**src/design/enc_frame_defs.vh**
```
// frame offsets, field positions and reset values for the safety process data framer
// assumes a byte-serial frame port driven by the safety communication layer
`ifndef ENC_FRAME_DEFS_VH
`define ENC_FRAME_DEFS_VH

// ==========================================
// input frame (device to host) byte offsets
`define IN_CAM_OFS 4'h0
`define IN_STATUS_OFS 4'h2
`define IN_SPEED_OFS 4'h4
`define IN_TURN_OFS 4'h6
`define IN_POS_OFS 4'h8
`define IN_SAFE_STATUS_OFS 4'ha
`define IN_CHECK_OFS 4'hb
`define IN_FRAME_LEN 4'he

// ==========================================
// output frame (host to device) byte offsets
`define OUT_CTRL1_OFS 4'h0
`define OUT_CTRL2_OFS 4'h2
`define OUT_PRESET_TURN_OFS 4'h4
`define OUT_PRESET_POS_OFS 4'h6
`define OUT_SAFE_CONTROL_OFS 4'h8
`define OUT_CHECK_OFS 4'h9
`define OUT_FRAME_LEN 4'hc

// ==========================================
// field positions
`define CAM_OVERFLOW_BIT 0
`define STATUS_PRESET_BIT 0
`define STATUS_ERROR_BIT 15
`define SAFE_STATUS_DONE_BIT 0
`define CTRL1_PRESET_REQ_BIT 0
`define CTRL2_DIR_BACKWARD_BIT 0

// ==========================================
// speed limits and reset values
`define SPEED_MAX 16'h7fff
`define SPEED_MIN 16'h8000
`define WORD_RESET 16'h0000
`define BYTE_RESET 8'h00
`define CHECK_RESET 24'h000000

`endif

```
**src/design/speed_sat.v**
```verilog
// signed speed saturation to the 16-bit display range
// assumes a wide signed increment count per integration interval, same clock
`include "enc_frame_defs.vh"
module speed_sat
(
    // clock and reset
    input wire I_CLK,
    input wire I_RST_B,
    // raw count and direction
    input wire signed [23:0] i_count,
    input wire i_backward,
    // saturated speed
    output reg [15:0] o_speed,
    output reg o_overflow
);

reg signed [24:0] signed_count;

always @*
begin
    signed_count = i_backward ? -{i_count[23], i_count} : {i_count[23], i_count};
end

always @(posedge I_CLK or negedge I_RST_B)
begin
    if (!I_RST_B)
    begin
        o_speed <= `WORD_RESET;
        o_overflow <= 1'b0;
    end
    else if (signed_count > 25'sd32767)
    begin
        o_speed <= `SPEED_MAX;
        o_overflow <= 1'b1;
    end
    else if (signed_count < -25'sd32768)
    begin
        o_speed <= `SPEED_MIN;
        o_overflow <= 1'b1;
    end
    else
    begin
        o_speed <= signed_count[15:0];
        o_overflow <= 1'b0;
    end
end

endmodule // speed_sat

```
**src/design/enc_frame.v**
```verilog
// safety process data framer: builds the input frame, parses the output frame
// assumes byte streams from and to the safety layer on the same clock; crc is external
// limitation: crc bytes pass through unchecked in both directions
`include "enc_frame_defs.vh"

module enc_frame
(
    // clock and reset
    input wire I_CLK,
    input wire I_RST_B,
    // measurement inputs
    input wire signed [23:0] I_INCR_COUNT,
    input wire [15:0] I_TURN_COUNT,
    input wire [15:0] I_IN_TURN_POS,
    input wire I_STANDSTILL_OK,
    // parameter enable variable from the host data block
    input wire I_PARAM_ENABLE,
    // preset engine handshake
    output wire O_PRESET_START,
    output reg [15:0] O_PRESET_TURN,
    output reg [15:0] O_PRESET_POS,
    input wire I_PRESET_DONE,
    // output frame byte stream from the host
    input wire I_RX_VALID,
    input wire I_RX_SOF,
    input wire [7:0] I_RX_DATA,
    // received control words
    output reg [15:0] O_CTRL_ONE,
    output reg [15:0] O_CTRL_TWO,
    output reg [7:0] O_SAFE_CONTROL,
    output reg [23:0] O_RX_CHECK,
    output reg O_RX_FRAME_DONE,
    // input frame byte stream to the host
    input wire I_TX_START,
    input wire [23:0] I_TX_CHECK,
    input wire I_TX_READY,
    output wire O_TX_VALID,
    output reg [7:0] O_TX_DATA,
    output wire O_TX_LAST
);

// ==========================================
// speed path
wire [15:0] speed_word;
wire overflow;
reg backward_reg;

// the raw count is already the sum of increments over one integration interval
speed_sat u_speed_sat
(
    .I_CLK(I_CLK),
    .I_RST_B(I_RST_B),
    .i_count(I_INCR_COUNT),
    .i_backward(backward_reg),
    .o_speed(speed_word),
    .o_overflow(overflow)
);

// direction follows control word two one cycle late, off the parser's path
always @(posedge I_CLK or negedge I_RST_B)
begin
    if (!I_RST_B)
        backward_reg <= 1'b0;
    else
        backward_reg <= O_CTRL_TWO[`CTRL2_DIR_BACKWARD_BIT];
end

// ==========================================
// preset handshake
localparam P_IDLE = 2'd0;
localparam P_BUSY = 2'd1;
localparam P_ERROR = 2'd2;
localparam P_DONE = 2'd3;

reg [1:0] p_state_reg;
reg [1:0] p_state_next;
reg enable_d_reg;
reg req_d_reg;
reg preset_status_reg;
reg preset_error_reg;
reg done_flag_reg;
wire enable_rise;
wire ctrl_req;
wire req_rise;
wire preset_req;

assign ctrl_req = O_CTRL_ONE[`CTRL1_PRESET_REQ_BIT];
assign enable_rise = I_PARAM_ENABLE & ~enable_d_reg;
assign req_rise = ctrl_req & ~req_d_reg;
assign preset_req = enable_rise | req_rise;
assign O_PRESET_START = (p_state_reg == P_IDLE) && preset_req && I_STANDSTILL_OK;

// edge registers reset to the idle low level, so an enable still high when reset releases counts as a request
always @(posedge I_CLK or negedge I_RST_B)
begin
    if (!I_RST_B)
    begin
        enable_d_reg <= 1'b0;
        req_d_reg <= 1'b0;
    end
    else
    begin
        enable_d_reg <= I_PARAM_ENABLE;
        req_d_reg <= ctrl_req;
    end
end

always @*
begin
    p_state_next = p_state_reg;
    case (p_state_reg)
        P_IDLE:
        begin
            if (preset_req)
                p_state_next = I_STANDSTILL_OK ? P_BUSY : P_ERROR;
        end
        P_BUSY:
        begin
            if (I_PRESET_DONE)
                p_state_next = P_DONE;
        end
        P_ERROR:
        begin
            // error holds until the host withdraws both its enable and its control word one request
            if (!I_PARAM_ENABLE && !ctrl_req)
                p_state_next = P_IDLE;
        end
        P_DONE:
        begin
            // new requests wait until the host drops both request sources
            if (!I_PARAM_ENABLE && !ctrl_req)
                p_state_next = P_IDLE;
        end
        default:
            p_state_next = P_IDLE;
    endcase
end

always @(posedge I_CLK or negedge I_RST_B)
begin
    if (!I_RST_B)
    begin
        p_state_reg <= P_IDLE;
        preset_status_reg <= 1'b0;
        preset_error_reg <= 1'b0;
    end
    else
    begin
        p_state_reg <= p_state_next;
        // status bit rises with the request and drops when the preset completes
        preset_status_reg <= (p_state_next == P_BUSY);
        preset_error_reg <= (p_state_next == P_ERROR);
    end
end

// done flag stays until a new request; a completion beats a request in one cycle
always @(posedge I_CLK or negedge I_RST_B)
begin
    if (!I_RST_B)
        done_flag_reg <= 1'b0;
    else if (p_state_reg == P_BUSY && I_PRESET_DONE)
        done_flag_reg <= 1'b1;
    else if (preset_req)
        done_flag_reg <= 1'b0;
end

// ==========================================
// output frame parser
reg [3:0] rx_idx_reg;
reg [7:0] rx_hi_reg;

always @(posedge I_CLK or negedge I_RST_B)
begin
    if (!I_RST_B)
    begin
        rx_idx_reg <= 4'h0;
        rx_hi_reg <= `BYTE_RESET;
        O_CTRL_ONE <= `WORD_RESET;
        O_CTRL_TWO <= `WORD_RESET;
        O_PRESET_TURN <= `WORD_RESET;
        O_PRESET_POS <= `WORD_RESET;
        O_SAFE_CONTROL <= `BYTE_RESET;
        O_RX_CHECK <= `CHECK_RESET;
        O_RX_FRAME_DONE <= 1'b0;
    end
    else
    begin
        O_RX_FRAME_DONE <= 1'b0;
        if (I_RX_VALID)
        begin
            // a start marker resynchronises the byte index to offset zero
            if (I_RX_SOF || rx_idx_reg >= `OUT_FRAME_LEN)
            begin
                rx_hi_reg <= I_RX_DATA;
                rx_idx_reg <= 4'h1;
            end
            else
            begin
                rx_idx_reg <= rx_idx_reg + 4'h1;
                rx_hi_reg <= I_RX_DATA;
                // odd offsets 1 to 7 complete a word whose high byte came first
                case (rx_idx_reg)
                    `OUT_CTRL1_OFS + 4'h1: O_CTRL_ONE <= {rx_hi_reg, I_RX_DATA};
                    `OUT_CTRL2_OFS + 4'h1: O_CTRL_TWO <= {rx_hi_reg, I_RX_DATA};
                    `OUT_PRESET_TURN_OFS + 4'h1: O_PRESET_TURN <= {rx_hi_reg, I_RX_DATA};
                    `OUT_PRESET_POS_OFS + 4'h1: O_PRESET_POS <= {rx_hi_reg, I_RX_DATA};
                    `OUT_SAFE_CONTROL_OFS: O_SAFE_CONTROL <= I_RX_DATA;
                    `OUT_CHECK_OFS: O_RX_CHECK[23:16] <= I_RX_DATA;
                    `OUT_CHECK_OFS + 4'h1: O_RX_CHECK[15:8] <= I_RX_DATA;
                    `OUT_CHECK_OFS + 4'h2:
                    begin
                        O_RX_CHECK[7:0] <= I_RX_DATA;
                        O_RX_FRAME_DONE <= 1'b1;
                    end
                    default:
                        O_RX_CHECK <= O_RX_CHECK;
                endcase
            end
        end
    end
end

// ==========================================
// input frame builder
reg [15:0] cam_word;
reg [15:0] status_word;
reg [7:0] safe_status;
reg [111:0] tx_shadow_reg;
reg [3:0] tx_idx_reg;
reg tx_busy_reg;

// reserved bits are cleared first, then each flag is placed at its position
always @*
begin
    cam_word = `WORD_RESET;
    cam_word[`CAM_OVERFLOW_BIT] = overflow;
end

always @*
begin
    status_word = `WORD_RESET;
    status_word[`STATUS_PRESET_BIT] = preset_status_reg;
    status_word[`STATUS_ERROR_BIT] = preset_error_reg;
end

always @*
begin
    safe_status = `BYTE_RESET;
    safe_status[`SAFE_STATUS_DONE_BIT] = done_flag_reg;
end

assign O_TX_VALID = tx_busy_reg;
// last is decoded from the index, so it moves with the byte it marks
assign O_TX_LAST = tx_busy_reg && (tx_idx_reg == `IN_FRAME_LEN - 4'h1);

// the frame is snapshotted at start so all fields belong to one cycle
always @(posedge I_CLK or negedge I_RST_B)
begin
    if (!I_RST_B)
    begin
        tx_shadow_reg <= 112'h0;
        tx_idx_reg <= 4'h0;
        tx_busy_reg <= 1'b0;
        O_TX_DATA <= `BYTE_RESET;
    end
    else if (!tx_busy_reg)
    begin
        if (I_TX_START)
        begin
            // most significant byte of each word sits at the lower offset
            tx_shadow_reg <= {cam_word, status_word, speed_word, I_TURN_COUNT,
                              I_IN_TURN_POS, safe_status, I_TX_CHECK};
            O_TX_DATA <= cam_word[15:8];
            tx_idx_reg <= 4'h0;
            tx_busy_reg <= 1'b1;
        end
    end
    else if (I_TX_READY)
    begin
        if (tx_idx_reg == `IN_FRAME_LEN - 4'h1)
            tx_busy_reg <= 1'b0;
        else
        begin
            tx_idx_reg <= tx_idx_reg + 4'h1;
            O_TX_DATA <= tx_shadow_reg[103:96];
            tx_shadow_reg <= {tx_shadow_reg[103:0], 8'h00};
        end
    end
end

endmodule // enc_frame

```
**config.mk**
```make
export PLATFORM = sky130hd
export DESIGN_NAME = enc_frame
export DESIGN_NICKNAME = d
export VERILOG_FILES = /design/src/design/speed_sat.v /design/src/design/enc_frame.v
export VERILOG_INCLUDE_DIRS = /design/src /design/src/design
export SDC_FILE = /design/constraint.sdc
export NUM_CORES = 1
export LEC_CHECK = 0
export ABC_AREA = 1
export BUFFER_PORTS_ARGS = -buffer_cell sky130_fd_sc_hd__buf_2
export CAP_MARGIN = 20
export CORE_MARGIN = 5
export CORE_UTILIZATION = 40
export CTS_CLUSTER_DIAMETER = 30
export DETAILED_ROUTE_END_ITERATION = 8
export GPL_TIMING_DRIVEN = 0
export PLACE_DENSITY = 0.63
export SLEW_MARGIN = 10
export SYNTH_ARGS = -nofsm -noshare
export SYNTH_HDL_FRONTEND = slang
export SYNTH_SLANG_ARGS = --single-unit
```
**constraint.sdc**
```tcl
create_clock -name I_CLK -period 2.11 [get_ports I_CLK]
set_input_delay 0 -clock I_CLK [delete_from_list [all_inputs] [get_ports I_CLK]]
set_output_delay 0 -clock I_CLK [all_outputs]
set_load 0.1 [all_outputs]
```
==> run metrics <==
status=finished, final reports clean; Final Hold Viols=0; Synthesized Nets=~1300; GR Overflow Total=0; DP Wirelength=between 20000 and 25000 um; R2R setup slack=0.15 ns; WL per Instance=16.20 um; Fillers=2230; gr usage total=20.59%; total length of routed wires=30820 um; Worst VDD drop=roughly 1800 uV; vias in the first global route=9822; Worst R2R Path Depth=7; Cell Area, Synth=10690 um2; first-pass GRT wire length=approximately 50000 um; share of cells above drive strength 1=23.26%; Die Area=30080 um2; Final Skew=about 0.018 ns; Bufs on Longest Clock Path=3; share of the synthesized area in the top cell type=58.78%; worst min-delay path endpoint=u_speed_sat.o_speed[15]; hold_ws=approximately 0.027 ns; sequential fraction of the synthesis area=between 50 and 60%; Unique masters post-synth=31; clock slew at reported path FFs=0.05 ns; routability cong.=0.8576; hold path cells=5; total number of vias=9320; num ports=205; Site Rows=59; Tightest Pin Transition=between 0.6 and 0.7 ns; DIE WIDTH=about 170 um; H-tree depth=2; #FFs+latches synth=251; flip-flop count of the largest register after layout=approximately 100; starting density of the core=40.77%; final setup fails=0; crit start category=flop; top cells by area, synth=dfrtp_1, o21ai_0, nand2_1; largest net degree at the start of global routing=about 110; Syn. warnings=0; Worst R2R End=tx_shadow_reg[45]; pre-CTS setup slack=-0.001329 ns; total area of multi-input combinational cells=3527 um2; CORE AREA=26210 um2; Synth-to-Final Area Change=40.63%; Hold Path Class=primary input to flop; Tcrit/Tclk final=92.88%; worst skew pair latency=0.55 ns; Max Fclk=0.5103 GHz; Final nets=1623; Slew Limit Fails=0; clk sinks=251; RR Startpoint=tx_idx_reg[0]; First-pass DRT Iterations=5; number of remaining DRC errors=0; crit end category=flop; worst rel slew slack=between 50% and 60%; Syn Area/Cell=just over 9 um2; asr flop ratio synth=between 90% and 100%; final setup margin=0.1502 ns; Synth area leader=dfrtp_1; Critical Path RT=2.50 ns; RSZ-0062 raised after global routing=false; largest fanout on the critical path=10; crit path kind=flop to flop; Crit path buffers/inverters=3; Final ANT Viol Nets=0; highest-delay cell along the critical path=dfrtp_1; PD cells=about 1800 nW/um2; total power=around 27 mW; DRT iter0 DRCs=547; CP peak stage delay=0.42 ns; cts bufs inserted=55; synthesized netlist cell count=1167; CTS tree=done; total setup buffers inserted after CTS=0; setup TNS=0 ns; CP cell instances=ha_1 -> nand4_1 -> nand3_1 -> inv_1 -> buf_2 -> clkbuf_1 -> o21ai_0; kind of cell adding the most delay to the critical path=buffers and inverters; leakage=7.653 nW; EDFF count, synth=0; min-delay src=I_INCR_COUNT[21]; Tmin final=1.960 ns; Die Span Y=173.4 um; flip-flop and latch area=roughly 6300 um2; initial antenna violation count=3; Vias/cell=4.900; Port Buffers=204; Primary FF master, synth=dfrtp_1; MaxCap Viol Count=0; arrival time worst endpoint=2.35 ns; Root Driver=clkbuf_16
power breakdown:
part	total, mW	leakage, nW	switching (mW)	internal (mW)
logic	11.0	3.47	8.68	2.32
clock network	8.51	0.912	2.78	5.73
registers	7.22	3.27	0.746	6.48
total	26.7	7.65	12.2	14.5
cell usage after synthesis (5+ instances only):
cell      count
inv_2         5
o211ai_1     69
nand2_1     261
clkbuf_1     44
nand3_1      18
o22ai_1      31
dfrtp_1     251
nand4_1      14
inv_1       158
o21ai_0     203
buf_1        11
a21oi_1       6
ha_1          7
nand2_2      17
nor2_1       31
xor2_1       13
final cells by class:
type	instances	area share, %
timing repair buffer	296	13.34
tap	335	2.789
multi-input combinational	690	23.47
antenna	2	0.03331
buffer	61	1.857
inverter	164	4.097
clock inverter	35	2.523
clock buffer	68	10.08
sequential	251	41.81
how the worst max path moves through the flow:
stage	from	endpoint	slack (ns)	cells past startpoint
6_report	tx_idx_reg[0]	tx_shadow_reg[45]	0.15	7
4_1_cts	tx_idx_reg[0]	tx_shadow_reg[23]	0.004	8
3_3_place_gp	I_RST_B	O_TX_VALID	-4.02	1
5_1_grt	tx_idx_reg[0]	tx_shadow_reg[80]	0.02	7
2_1_floorplan	O_CTRL_ONE[0]	O_PRESET_START	-0.02	4
3_5_place_dp	O_TX_VALID	tx_shadow_reg[28]	-0.001	6
worst register-to-register path, delay by kind of cell (launching register included):
family,cells,cell delay [ns]
AO/OA/AOI/OAI,1,0.17
adder cells (fa/ha/maj),1,0.22
buffers and inverters,3,0.71
flip-flops,1,0.42
AND/OR/NAND/NOR,2,0.30
cells in the final DEF, fill, tap and decap left out, types with 14 or more instances in the layout:
cell             n
o22ai_1         31
dfrtp_1        250
nand2_1        261
clkbuf_16       55
buf_2          207
inv_1          158
nor2_1          30
o211ai_1        69
o21ai_0        203
clkbuf_1        37
nand3_1         18
nand4_1         14
nand2_2         17
clkbuf_2        15
dlygate4sd3_1   89
logic make-up after synthesis:
| group | count (synthesis) | share of synthesized area (%) |
|---|---|---|
| compound gates | 316 | 16.98 |
| xor+xnor | 15 | 1.300 |
| fa+ha+maj | 7 | 0.8196 |
| buf+inv | 226 | 8.232 |
| flops | 251 | 58.78 |
| simple gates | 352 | 13.89 |
through the flow:
step / std cells / util, % / area (um2)
after floorplan: 1167 / - / 10690
after global placement: 1706 / 46.28 / 12130
after detailed placement: 1708 / 46.53 / 12190
after CTS: 1901 / 57.27 / 15010
after global routing: 1902 / 57.34 / 15030
final: 1902 / 57.34 / 15030
per-layer routing:
metal	track usage, %	vias to the layer above	wire length, um
met5	0	-	13
met4	6.950	2	764
met3	5.605	55	2018
met2	32.41	268	14160
met1	27.73	4462	13860
li1	-	4533	-
timing repair:
action                                  4_1_cts  5_1_grt
endpoints found under the setup margin       10      101
hold buffers                                 90        0
gates resized for setup                       1       23
endpoints found under the hold margin       405        0
Power figures use the tool's default switching activity.
